### src/inc/wtc_cfg.svh
`ifndef WTC_CFG_SVH
`define WTC_CFG_SVH

// ----------------------------------------------------------------
// Register offsets within the relocatable 2-Kbyte region
// ----------------------------------------------------------------
`define WTC_ADDR_W 16
`define WTC_OFS_W 11
`define WTC_BASE_W 5
`define WTC_OFS_TICK_CTL 11'h014
`define WTC_OFS_TICK_FLAG 11'h015
`define WTC_OFS_SUP_CTL 11'h016
`define WTC_OFS_SERVICE 11'h017
`define WTC_OFS_WAIT_DIV 11'h0E0

// ----------------------------------------------------------------
// Field positions
// ----------------------------------------------------------------
`define WTC_TC_IRQ_EN 7
`define WTC_TC_HALT_WAIT 6
`define WTC_TC_HALT_DBG 5
`define WTC_TC_BYPASS 3
`define WTC_FLAG_BIT 7
`define WTC_SC_CM_EN 7
`define WTC_SC_CM_FORCE_EN 6
`define WTC_SC_CM_FORCE_RST 5
`define WTC_SC_WD_FORCE_RST 4
`define WTC_SC_RST_DIS 3

// ----------------------------------------------------------------
// Reset values and service values
// ----------------------------------------------------------------
`define WTC_RST_TICK_CTL 8'h00
`define WTC_RST_SUP_CTL 8'h01
`define WTC_RST_WAIT_DIV 8'h00
`define WTC_SVC_FIRST_VAL 8'h55
`define WTC_SVC_SECOND_VAL 8'hAA

// ----------------------------------------------------------------
// Divider stage counts
// ----------------------------------------------------------------
`define WTC_PRESCALE_STAGES 5'd13
`define WTC_BYPASS_STAGES 5'd2
`define WTC_WD_CNT_W 23
`define WTC_TICK_CNT_W 19
`define WTC_SLOW_CNT_W 7

`endif

### src/inc/wtc_pkg.sv
package wtc_pkg;

  // Watchdog service sequence tracker
  typedef enum logic [1:0]
  {
    WTC_SVC_AWAIT_FIRST = 2'b01,
    WTC_SVC_AWAIT_SECOND = 2'b10
  } wtc_svc_e;

  typedef logic [7:0] wtc_byte_t;
  typedef logic [2:0] wtc_rate_t;
  typedef logic [4:0] wtc_stage_t;

endpackage : wtc_pkg

### src/design/wtc_clock_monitor.sv
`timescale 1ns/10ps
`include "wtc_cfg.svh"

module wtc_clock_monitor
  import wtc_pkg::*;
(
  input wire logic core_clk,
  input wire logic rst,
  input wire logic monitor_active,
  input wire logic force_reset,
  input wire logic reset_disable,
  input wire logic rc_timeout_pin,
  output logic timeout_seen,
  output logic monitor_reset
);

  // ----------------------------------------------------------------
  // Synchroniser for the RC delay detector
  // ----------------------------------------------------------------
  logic rc_meta_reg;
  logic rc_sync_reg;

  always_ff @(posedge core_clk or posedge rst)
  begin
    if (rst)
    begin
      rc_meta_reg <= 1'b0;
      rc_sync_reg <= 1'b0;
    end
    else
    begin
      rc_meta_reg <= rc_timeout_pin;
      rc_sync_reg <= rc_meta_reg;
    end
  end

  // ----------------------------------------------------------------
  // Reset request
  // ----------------------------------------------------------------
  always_ff @(posedge core_clk or posedge rst)
  begin
    if (rst)
    begin
      timeout_seen <= 1'b0;
      monitor_reset <= 1'b0;
    end
    else
    begin
      timeout_seen <= rc_sync_reg;
      monitor_reset <= monitor_active & ~reset_disable
        & (rc_sync_reg | force_reset);
    end
  end

endmodule : wtc_clock_monitor

### src/design/wtc_top.sv
`timescale 1ns/10ps
`include "wtc_cfg.svh"

// Summary of operation
// - Enabled watchdog needs first then second service value before timeout.
// - Any other service register value causes an immediate system reset.
// - Three-bit watchdog rate picks disabled or one of seven periods.
// - Tick rate zero stops tick; codes 1..7 divide by 2^13..2^19.
// - Tick interrupt requested while flag and enable are both one.
// - Tick flag in bit 7 sets on period, clears by writing one.
// - Halt-in-wait stops tick and watchdog in wait; write-once normally.
// - Halt-in-debug stops tick and watchdog in debug; write-once normally.
// - Bypass test bit, special modes only, makes prescaler divide by 4.
// - Slow divisor x divides bus clock by 2^x; zero bypasses.
// - Enabled clock monitor resets on RC timeout, sampled through a core_clk synchroniser.
// - Monitor enable writable anytime; ignored while force-enable set.
// - Force-enable write-once normally; then monitor active until reset.
// - Force-monitor-reset bit, special modes only, forces monitor reset if monitor active.
// - Tick divider runs on core_clk, not slowed by the wait divider; tick rate writable anytime.
// - Register group relocates as a unit to any aligned 2-Kbyte region.
// - Watchdog stages 13,15,17,19,21,22,23; rate write-once normally.
// - Reset-disable blocks watchdog and monitor resets; special-mode write.
// - Force-watchdog-reset bit, special modes only, forces watchdog reset if watchdog enabled.
// - Slow divider acts only in wait mode, else clock unchanged.

module wtc_top
  import wtc_pkg::*;
(
  input wire logic core_clk,
  input wire logic rst,
  input wire logic [`WTC_BASE_W-1:0] reg_base,
  input wire logic [`WTC_ADDR_W-1:0] reg_addr,
  input wire logic [7:0] reg_wdata,
  input wire logic reg_wr,
  input wire logic reg_rd,
  output logic [7:0] reg_rdata,
  input wire logic special_mode,
  input wire logic wait_mode,
  input wire logic debug_mode,
  input wire logic rc_timeout_pin,
  output logic tick_irq,
  output logic watchdog_reset,
  output logic monitor_reset,
  output logic bus_clk_enable
);

  // ----------------------------------------------------------------
  // Helper functions
  // ----------------------------------------------------------------
  function automatic wtc_stage_t wd_stages(input wtc_rate_t code);
    wtc_stage_t s;
    s = 5'd0;
    case (code)
      3'd1: s = 5'd13;
      3'd2: s = 5'd15;
      3'd3: s = 5'd17;
      3'd4: s = 5'd19;
      3'd5: s = 5'd21;
      3'd6: s = 5'd22;
      3'd7: s = 5'd23;
      default: s = 5'd0;
    endcase
    return s;
  endfunction : wd_stages

  // Prescaler shortened by the bypass test bit
  function automatic wtc_stage_t eff_stages(input wtc_stage_t s,
                                            input logic bypass);
    wtc_stage_t r;
    r = s;
    if (bypass)
    begin
      r = s - `WTC_PRESCALE_STAGES + `WTC_BYPASS_STAGES;
    end
    return r;
  endfunction : eff_stages

  // Terminal count of a divider with the given number of stages
  function automatic logic [`WTC_WD_CNT_W-1:0] term_count(
    input wtc_stage_t s);
    logic [`WTC_WD_CNT_W:0] t;
    t = ({{`WTC_WD_CNT_W{1'b0}}, 1'b1} << s) - 1'b1;
    return t[`WTC_WD_CNT_W-1:0];
  endfunction : term_count

  // ----------------------------------------------------------------
  // Address decode
  // ----------------------------------------------------------------
  logic in_region;
  logic [`WTC_OFS_W-1:0] ofs;
  logic sel_tick_ctl;
  logic sel_tick_flag;
  logic sel_sup_ctl;
  logic sel_service;
  logic sel_wait_div;

  assign in_region = (reg_addr[`WTC_ADDR_W-1:`WTC_OFS_W] == reg_base);
  assign ofs = reg_addr[`WTC_OFS_W-1:0];

  always_comb
  begin
    sel_tick_ctl = 1'b0;
    sel_tick_flag = 1'b0;
    sel_sup_ctl = 1'b0;
    sel_service = 1'b0;
    sel_wait_div = 1'b0;
    if (!in_region)
    begin
      sel_tick_ctl = 1'b0;
    end
    else if (ofs == `WTC_OFS_TICK_CTL)
    begin
      sel_tick_ctl = 1'b1;
    end
    else if (ofs == `WTC_OFS_TICK_FLAG)
    begin
      sel_tick_flag = 1'b1;
    end
    else if (ofs == `WTC_OFS_SUP_CTL)
    begin
      sel_sup_ctl = 1'b1;
    end
    else if (ofs == `WTC_OFS_SERVICE)
    begin
      sel_service = 1'b1;
    end
    else if (ofs == `WTC_OFS_WAIT_DIV)
    begin
      sel_wait_div = 1'b1;
    end
  end

  logic wr_tick_ctl;
  logic wr_tick_flag;
  logic wr_sup_ctl;
  logic wr_service;
  logic wr_wait_div;

  assign wr_tick_ctl = reg_wr & sel_tick_ctl;
  assign wr_tick_flag = reg_wr & sel_tick_flag;
  assign wr_sup_ctl = reg_wr & sel_sup_ctl;
  assign wr_service = reg_wr & sel_service;
  assign wr_wait_div = reg_wr & sel_wait_div;

  // ----------------------------------------------------------------
  // Tick control register
  // ----------------------------------------------------------------
  wtc_byte_t tick_ctl_reg;
  logic halt_wait_locked_reg;
  logic halt_dbg_locked_reg;

  always_ff @(posedge core_clk or posedge rst)
  begin
    if (rst)
    begin
      tick_ctl_reg <= `WTC_RST_TICK_CTL;
      halt_wait_locked_reg <= 1'b0;
      halt_dbg_locked_reg <= 1'b0;
    end
    else if (wr_tick_ctl)
    begin
      tick_ctl_reg[`WTC_TC_IRQ_EN] <= reg_wdata[`WTC_TC_IRQ_EN];
      tick_ctl_reg[2:0] <= reg_wdata[2:0];
      if (special_mode || !halt_wait_locked_reg)
      begin
        tick_ctl_reg[`WTC_TC_HALT_WAIT] <= reg_wdata[`WTC_TC_HALT_WAIT];
      end
      if (special_mode || !halt_dbg_locked_reg)
      begin
        tick_ctl_reg[`WTC_TC_HALT_DBG] <= reg_wdata[`WTC_TC_HALT_DBG];
      end
      if (special_mode)
      begin
        tick_ctl_reg[`WTC_TC_BYPASS] <= reg_wdata[`WTC_TC_BYPASS];
      end
      halt_wait_locked_reg <= halt_wait_locked_reg | ~special_mode;
      halt_dbg_locked_reg <= halt_dbg_locked_reg | ~special_mode;
    end
  end

  logic tick_irq_en;
  logic bypass;
  wtc_rate_t tick_rate;
  logic halted;

  assign tick_irq_en = tick_ctl_reg[`WTC_TC_IRQ_EN];
  assign bypass = tick_ctl_reg[`WTC_TC_BYPASS];
  assign tick_rate = tick_ctl_reg[2:0];
  assign halted = (tick_ctl_reg[`WTC_TC_HALT_WAIT] & wait_mode)
    | (tick_ctl_reg[`WTC_TC_HALT_DBG] & debug_mode);

  // ----------------------------------------------------------------
  // Supervisor control register
  // ----------------------------------------------------------------
  wtc_byte_t sup_ctl_reg;
  logic force_en_locked_reg;
  logic wd_rate_locked_reg;

  always_ff @(posedge core_clk or posedge rst)
  begin
    if (rst)
    begin
      sup_ctl_reg <= `WTC_RST_SUP_CTL;
      force_en_locked_reg <= 1'b0;
      wd_rate_locked_reg <= 1'b0;
    end
    else if (wr_sup_ctl)
    begin
      sup_ctl_reg[`WTC_SC_CM_EN] <= reg_wdata[`WTC_SC_CM_EN];
      if (special_mode || !force_en_locked_reg)
      begin
        sup_ctl_reg[`WTC_SC_CM_FORCE_EN] <= reg_wdata[`WTC_SC_CM_FORCE_EN];
      end
      if (special_mode)
      begin
        sup_ctl_reg[`WTC_SC_CM_FORCE_RST] <= reg_wdata[`WTC_SC_CM_FORCE_RST];
        sup_ctl_reg[`WTC_SC_WD_FORCE_RST] <= reg_wdata[`WTC_SC_WD_FORCE_RST];
        sup_ctl_reg[`WTC_SC_RST_DIS] <= reg_wdata[`WTC_SC_RST_DIS];
      end
      if (special_mode || !wd_rate_locked_reg)
      begin
        sup_ctl_reg[2:0] <= reg_wdata[2:0];
      end
      force_en_locked_reg <= force_en_locked_reg | ~special_mode;
      wd_rate_locked_reg <= wd_rate_locked_reg | ~special_mode;
    end
  end

  logic reset_disable;
  logic monitor_active;
  wtc_rate_t wd_rate;

  assign reset_disable = sup_ctl_reg[`WTC_SC_RST_DIS];
  assign wd_rate = sup_ctl_reg[2:0];
  assign monitor_active = sup_ctl_reg[`WTC_SC_CM_FORCE_EN]
    | sup_ctl_reg[`WTC_SC_CM_EN];

  // ----------------------------------------------------------------
  // Wait clock divisor register
  // ----------------------------------------------------------------
  wtc_byte_t wait_div_reg;

  always_ff @(posedge core_clk or posedge rst)
  begin
    if (rst)
    begin
      wait_div_reg <= `WTC_RST_WAIT_DIV;
    end
    else if (wr_wait_div)
    begin
      wait_div_reg <= {5'd0, reg_wdata[2:0]};
    end
  end

  // ----------------------------------------------------------------
  // Periodic tick divider and flag
  // ----------------------------------------------------------------
  logic [`WTC_TICK_CNT_W-1:0] tick_cnt_reg;
  logic [`WTC_WD_CNT_W-1:0] tick_term;
  logic tick_fire;
  logic tick_flag_reg;

  assign tick_term = term_count(eff_stages(
    5'(tick_rate) + 5'd12, bypass));
  assign tick_fire = (tick_rate != 3'd0) && !halted
    && ({4'd0, tick_cnt_reg} >= tick_term);

  always_ff @(posedge core_clk or posedge rst)
  begin
    if (rst)
    begin
      tick_cnt_reg <= '0;
    end
    else if (tick_rate == 3'd0)
    begin
      tick_cnt_reg <= '0;
    end
    else if (!halted)
    begin
      if (tick_fire)
      begin
        tick_cnt_reg <= '0;
      end
      else
      begin
        tick_cnt_reg <= tick_cnt_reg + 1'b1;
      end
    end
  end

  always_ff @(posedge core_clk or posedge rst)
  begin
    if (rst)
    begin
      tick_flag_reg <= 1'b0;
    end
    else if (tick_fire)
    begin
      tick_flag_reg <= 1'b1;
    end
    else if (wr_tick_flag && reg_wdata[`WTC_FLAG_BIT])
    begin
      tick_flag_reg <= 1'b0;
    end
  end

  assign tick_irq = tick_flag_reg & tick_irq_en;

  // ----------------------------------------------------------------
  // Watchdog service sequence and counter
  // ----------------------------------------------------------------
  wtc_svc_e svc_state_reg;
  logic svc_done;
  logic svc_bad;
  logic [`WTC_WD_CNT_W-1:0] wd_cnt_reg;
  logic [`WTC_WD_CNT_W-1:0] wd_term;
  logic wd_enabled;
  logic wd_timeout;

  assign svc_done = wr_service && (svc_state_reg == WTC_SVC_AWAIT_SECOND)
    && (reg_wdata == `WTC_SVC_SECOND_VAL);
  assign svc_bad = wr_service && (reg_wdata != `WTC_SVC_FIRST_VAL)
    && (reg_wdata != `WTC_SVC_SECOND_VAL);
  assign wd_enabled = (wd_rate != 3'd0);
  assign wd_term = term_count(eff_stages(wd_stages(wd_rate), bypass));
  assign wd_timeout = wd_enabled && !halted && (wd_cnt_reg >= wd_term);

  always_ff @(posedge core_clk or posedge rst)
  begin
    if (rst)
    begin
      svc_state_reg <= WTC_SVC_AWAIT_FIRST;
    end
    else if (wr_service)
    begin
      case (svc_state_reg)
        WTC_SVC_AWAIT_FIRST:
        begin
          if (reg_wdata == `WTC_SVC_FIRST_VAL)
          begin
            svc_state_reg <= WTC_SVC_AWAIT_SECOND;
          end
        end
        WTC_SVC_AWAIT_SECOND:
        begin
          if (reg_wdata == `WTC_SVC_SECOND_VAL)
          begin
            svc_state_reg <= WTC_SVC_AWAIT_FIRST;
          end
        end
        default:
        begin
          svc_state_reg <= WTC_SVC_AWAIT_FIRST;
        end
      endcase
    end
  end

  always_ff @(posedge core_clk or posedge rst)
  begin
    if (rst)
    begin
      wd_cnt_reg <= '0;
    end
    else if (!wd_enabled || svc_done)
    begin
      wd_cnt_reg <= '0;
    end
    else if (!halted)
    begin
      if (wd_timeout)
      begin
        wd_cnt_reg <= '0;
      end
      else
      begin
        wd_cnt_reg <= wd_cnt_reg + 1'b1;
      end
    end
  end

  always_ff @(posedge core_clk or posedge rst)
  begin
    if (rst)
    begin
      watchdog_reset <= 1'b0;
    end
    else
    begin
      watchdog_reset <= !reset_disable && (wd_timeout || svc_bad
        || (wd_enabled && sup_ctl_reg[`WTC_SC_WD_FORCE_RST]));
    end
  end

  // ----------------------------------------------------------------
  // Clock monitor
  // ----------------------------------------------------------------
  logic monitor_timeout_seen;

  wtc_clock_monitor u_monitor
  (
    .core_clk(core_clk),
    .rst(rst),
    .monitor_active(monitor_active),
    .force_reset(sup_ctl_reg[`WTC_SC_CM_FORCE_RST]),
    .reset_disable(reset_disable),
    .rc_timeout_pin(rc_timeout_pin),
    .timeout_seen(monitor_timeout_seen),
    .monitor_reset(monitor_reset)
  );

  // ----------------------------------------------------------------
  // Wait-mode bus clock slow-down
  // ----------------------------------------------------------------
  logic [`WTC_SLOW_CNT_W-1:0] slow_cnt_reg;
  logic [`WTC_SLOW_CNT_W-1:0] slow_term;
  logic slow_on;

  assign slow_on = wait_mode && (wait_div_reg[2:0] != 3'd0);
  assign slow_term = 7'((8'd1 << wait_div_reg[2:0]) - 8'd1);

  always_ff @(posedge core_clk or posedge rst)
  begin
    if (rst)
    begin
      slow_cnt_reg <= '0;
      bus_clk_enable <= 1'b1;
    end
    else if (!slow_on)
    begin
      slow_cnt_reg <= '0;
      bus_clk_enable <= 1'b1;
    end
    else if (slow_cnt_reg >= slow_term)
    begin
      slow_cnt_reg <= '0;
      bus_clk_enable <= 1'b1;
    end
    else
    begin
      slow_cnt_reg <= slow_cnt_reg + 1'b1;
      bus_clk_enable <= 1'b0;
    end
  end

  // ----------------------------------------------------------------
  // Read data
  // ----------------------------------------------------------------
  always_ff @(posedge core_clk or posedge rst)
  begin
    if (rst)
    begin
      reg_rdata <= 8'h00;
    end
    else if (!reg_rd)
    begin
      reg_rdata <= 8'h00;
    end
    else if (sel_tick_ctl)
    begin
      reg_rdata <= {tick_ctl_reg[7:5], 1'b0, tick_ctl_reg[3:0]};
    end
    else if (sel_tick_flag)
    begin
      reg_rdata <= {tick_flag_reg, 7'd0};
    end
    else if (sel_sup_ctl)
    begin
      reg_rdata <= sup_ctl_reg;
    end
    else if (sel_wait_div)
    begin
      reg_rdata <= wait_div_reg;
    end
    else
    begin
      reg_rdata <= 8'h00;
    end
  end

  // Monitor status kept for debug visibility
  logic unused_timeout_seen;
  assign unused_timeout_seen = monitor_timeout_seen;

endmodule : wtc_top

### config.mk
export PLATFORM = sky130hd
export DESIGN_NAME = wtc_top
export DESIGN_NICKNAME = d
export VERILOG_FILES = /design/src/inc/wtc_pkg.sv /design/src/design/wtc_clock_monitor.sv /design/src/design/wtc_top.sv
export VERILOG_INCLUDE_DIRS = /design/src /design/src/inc
export SDC_FILE = /design/constraint.sdc
export NUM_CORES = 1
export LEC_CHECK = 0
export BUFFER_PORTS_ARGS = -buffer_cell sky130_fd_sc_hd__buf_2
export CAP_MARGIN = 20
export CORE_UTILIZATION = 55
export DETAILED_ROUTE_END_ITERATION = 8
export PLACE_DENSITY = 0.72
export RECOVER_POWER = 50
export SLEW_MARGIN = 20
export SYNTH_ARGS = -nofsm -noshare
export SYNTH_HDL_FRONTEND = slang
export SYNTH_HIERARCHICAL = 1
export SYNTH_SLANG_ARGS = --single-unit
### constraint.sdc
create_clock -name core_clk -period 5.65 [get_ports core_clk]
set_input_delay 0.2825 -clock core_clk [delete_from_list [all_inputs] [get_ports core_clk]]
set_output_delay 0.2825 -clock core_clk [all_outputs]
set_load 0.03 [all_outputs]
==> impl_summary.log <==
INFO  metric antenna-diode-count = 0
INFO  metric numPlacedInstances = 894
INFO  metric crit_cells = 20
INFO  metric final-max-slew-violation-count = 85
INFO  metric vias = 5597
INFO  metric gr-usage-all-layers = 0.264
INFO  metric combinationalPowerShare = 0.038
INFO  metric slew_headroom = -1.52
INFO  metric pin_count_of_the_biggest_net_entering_global_routing = 85
INFO  metric worst_skew_pair.late_latency = 0.35 ns
INFO  metric mappedNetlistArea = 6430 um2
INFO  metric critPathCaptureType = register
INFO  metric tightest_slew = 3.78 ns
INFO  metric rsz0062_at_grt = no
INFO  metric die_w = 110 um
INFO  metric syn_to_final_growth = 9.92%
INFO  metric root_buffer = sky130_fd_sc_hd__clkbuf_16
INFO  metric antenna_violations_before_repair = 0
INFO  metric crit_path_start = tick_ctl_reg[0]
INFO  metric chipHeight = 110 um
INFO  metric finish.net_count = 858
INFO  metric cp.buffers_inverters = 4
INFO  metric largest_register_ffs = 23
INFO  metric grt_pass1_wl = 24900 um
INFO  metric cts_tree = built
INFO  metric instances_no_fill = 911
INFO  metric cts_made_buffers = 9
INFO  metric start_util = 0.563
INFO  metric number_of_design_rule_violations_left_by_the_first_detailed_router_iteration = 555
INFO  metric worstSetupPathType = register to register
INFO  metric worst-r2r-setup-slack = 0.47 ns
INFO  metric violations = capacitance limit, slew limit
INFO  metric synthesis.instances = 728
INFO  metric synth_area_per_cell = 8.83 um2
INFO  metric multi_input_area = 3980 um2
INFO  metric maxClockFrequency = 193 MHz
INFO  metric worstSetupEndpoint = tick_cnt_reg[13]
INFO  metric clock_sink_count = 87
INFO  metric drive_above_1_share = 0.124
INFO  metric hpwlAfterDp = 11100 um
INFO  metric io_pins = 49
INFO  metric synth-warning-count = 6
INFO  metric setup.worst_path.start_class = register
INFO  metric post-layout-total-power = 1280 uW
INFO  metric htree_levels = 3
INFO  metric timing.clock.skew = 0.00752 ns
INFO  metric power_frac_seq = 0.488
INFO  metric grt_remaining_overflow = 0
INFO  metric routed_via_density = 6.14
INFO  metric gp_congestion = 0.844
INFO  metric setup_viol_count_final = 0
INFO  metric period_share = 0.917
INFO  metric critical_path_peak_fanout = 16
INFO  metric wl_per_cell = 16.5 um
INFO  metric fillers = 991
INFO  metric worst-r2r-cell-count = 20
INFO  metric critical_path.reg2reg.endpoint = tick_cnt_reg[13]
INFO  metric dpl-instance-area = 6770 um2
INFO  metric timing.critical_path.cells = buf_4, inv_1, ha_1, inv_1, and3_1, nand2_1, ha_1, inv_1, nor2_1, or3_1, and3_1, mux4_2, and2_1, ha_1, a211oi_1, o211ai_1, a211o_1, o21a_1, or4_1, a31oi_1
INFO  metric layout_min_cycle_time = 5.18 ns
INFO  metric total_switching_power = 280 uW
INFO  metric regArea = 2180 um2
INFO  metric p_int = 998 uW
INFO  metric finalSetupTns = 0 ns
INFO  metric port_buffers = 48
INFO  metric r2r_start = tick_ctl_reg[0]
INFO  metric remaining_drcs = 0
INFO  metric run_status = finished with violations
INFO  metric detail_route.first_pass.iterations = 5
INFO  metric vdd.ir_drop.worst = 0.165 mV
INFO  metric min_delay_worst_type = input pin to register
INFO  metric clkSlewWorstSetupHoldPaths = 0.06 ns
INFO  metric clockPowerShare = 0.473
INFO  metric post_cts.repair.setup_buffers = 0
INFO  metric arrival = 5.45 ns
INFO  metric critPathSlowestCell = sky130_fd_sc_hd__or4_1
INFO  metric worst_case_clock_buffer_depth = 2
INFO  metric first_global_vias = 5224
INFO  metric antenna_violating_nets_remaining = 0
INFO  metric hold_slack = 0.0366 ns
INFO  metric power_per_cell_area = 181 nW/um2
INFO  metric cp_data_required_time = 5.92 ns
INFO  metric num_rows = 39
INFO  metric worst_path_dominant_cell_family = simple AND/OR/NAND/NOR gates
INFO  metric final_cell_area = 7070 um2
INFO  metric core_box_area = 11400 um2
INFO  metric power_leakage = 0.00307 uW
INFO  metric finalHoldViolCount = 0
INFO  metric synthesis.nets = 823
INFO  metric drv_cap = 1
INFO  metric netSwitchingFraction = 0.219
INFO  metric timing.critical_path.slowest_cell_delay = 0.48 ns
INFO  metric fp.dieArea = 12100 um2
INFO  metric wl = 15100 um
worst reg2reg max path, cell delays in order, from the launching register on:
cell and delay (ns):
sky130_fd_sc_hd__dfrtp_1 0.37, sky130_fd_sc_hd__buf_4 0.22, sky130_fd_sc_hd__inv_1 0.13, sky130_fd_sc_hd__ha_1 0.47, sky130_fd_sc_hd__inv_1 0.17, sky130_fd_sc_hd__and3_1 0.19
sky130_fd_sc_hd__nand2_1 0.09, sky130_fd_sc_hd__ha_1 0.21, sky130_fd_sc_hd__inv_1 0.13, sky130_fd_sc_hd__nor2_1 0.07, sky130_fd_sc_hd__or3_1 0.47, sky130_fd_sc_hd__and3_1 0.24
sky130_fd_sc_hd__mux4_2 0.29, sky130_fd_sc_hd__and2_1 0.17, sky130_fd_sc_hd__ha_1 0.30, sky130_fd_sc_hd__a211oi_1 0.25, sky130_fd_sc_hd__o211ai_1 0.13, sky130_fd_sc_hd__a211o_1 0.31
sky130_fd_sc_hd__o21a_1 0.24, sky130_fd_sc_hd__or4_1 0.48, sky130_fd_sc_hd__a31oi_1 0.17
metal layers:
layer / part of all wire / track usage / vias up / routed length, um
met1: 0.46 / 0.355 / 2687 / 6930
met5: 0 / 0 / - / 0
li1: - / - / 2729 / -
met2: 0.48 / 0.437 / 154 / 7230
met3: 0.038 / 0.0347 / 27 / 575
met4: 0.021 / 0.0977 / 0 / 316
area by class of cell:
class,instances,share of cell area
multi-input cells,574,0.563
flip-flops and latches,87,0.309
well taps,143,0.0253
repair buffers,56,0.0416
inverters,35,0.0188
clock inverters,4,0.00761
clock buffers,12,0.0349
power groups by stage:
stage	clock (uW)	sequential [uW]	combinational (uW)
floorplan	0	636	22.9
global placement	0	636	48.1
detailed placement	0	636	49.3
CTS	613	624	50.0
global route	636	624	55.4
finish	605	624	48.7
repair_timing:
item | in CTS | in global routing
resized for setup | 0 | 2
endpoints found under the hold margin | 3 | 0
hold buffers | 1 | 0
endpoints found under the setup margin | 0 | 20
placed cells by master, fill, tap and decap left out, types with 13 or more instances in the layout:
cell and instances:
sky130_fd_sc_hd__nand2_1 48, sky130_fd_sc_hd__dfrtp_1 84, sky130_fd_sc_hd__mux2_2 17, sky130_fd_sc_hd__xor2_1 15
sky130_fd_sc_hd__a21oi_1 40, sky130_fd_sc_hd__nand4_1 23, sky130_fd_sc_hd__o21ai_0 34, sky130_fd_sc_hd__xnor2_1 20
sky130_fd_sc_hd__ha_1 57, sky130_fd_sc_hd__nor2_1 66, sky130_fd_sc_hd__nor2b_1 16, sky130_fd_sc_hd__inv_1 34
sky130_fd_sc_hd__nand3_1 36, sky130_fd_sc_hd__nand2b_1 13, sky130_fd_sc_hd__buf_2 36, sky130_fd_sc_hd__clkbuf_1 14
sky130_fd_sc_hd__nor3_1 18
worst min path at each step:
stage	from	to	slack (ns)	cells after the start
after detailed placement	rst	u_monitor/rc_meta_reg	0.17	2
after floorplan	rst	u_monitor/monitor_reset	0.04	1
final	rc_timeout_pin	u_monitor/rc_meta_reg	0.04	1
after global routing	rc_timeout_pin	u_monitor/rc_meta_reg	0.03	1
after global placement	rst	u_monitor/rc_meta_reg	0.17	2
after CTS	rc_timeout_pin	u_monitor/rc_meta_reg	0.03	1
stage by stage:
stage / worst slack (ns) / util
after CTS: 0.426 / 0.620
after global routing: 0.0328 / 0.619
final: 0.468 / 0.619
after detailed placement: 0.486 / 0.593
after floorplan: 0.755 / -
after global placement: 0.703 / 0.593
Note: power is estimated with default switching activity, not from simulation.
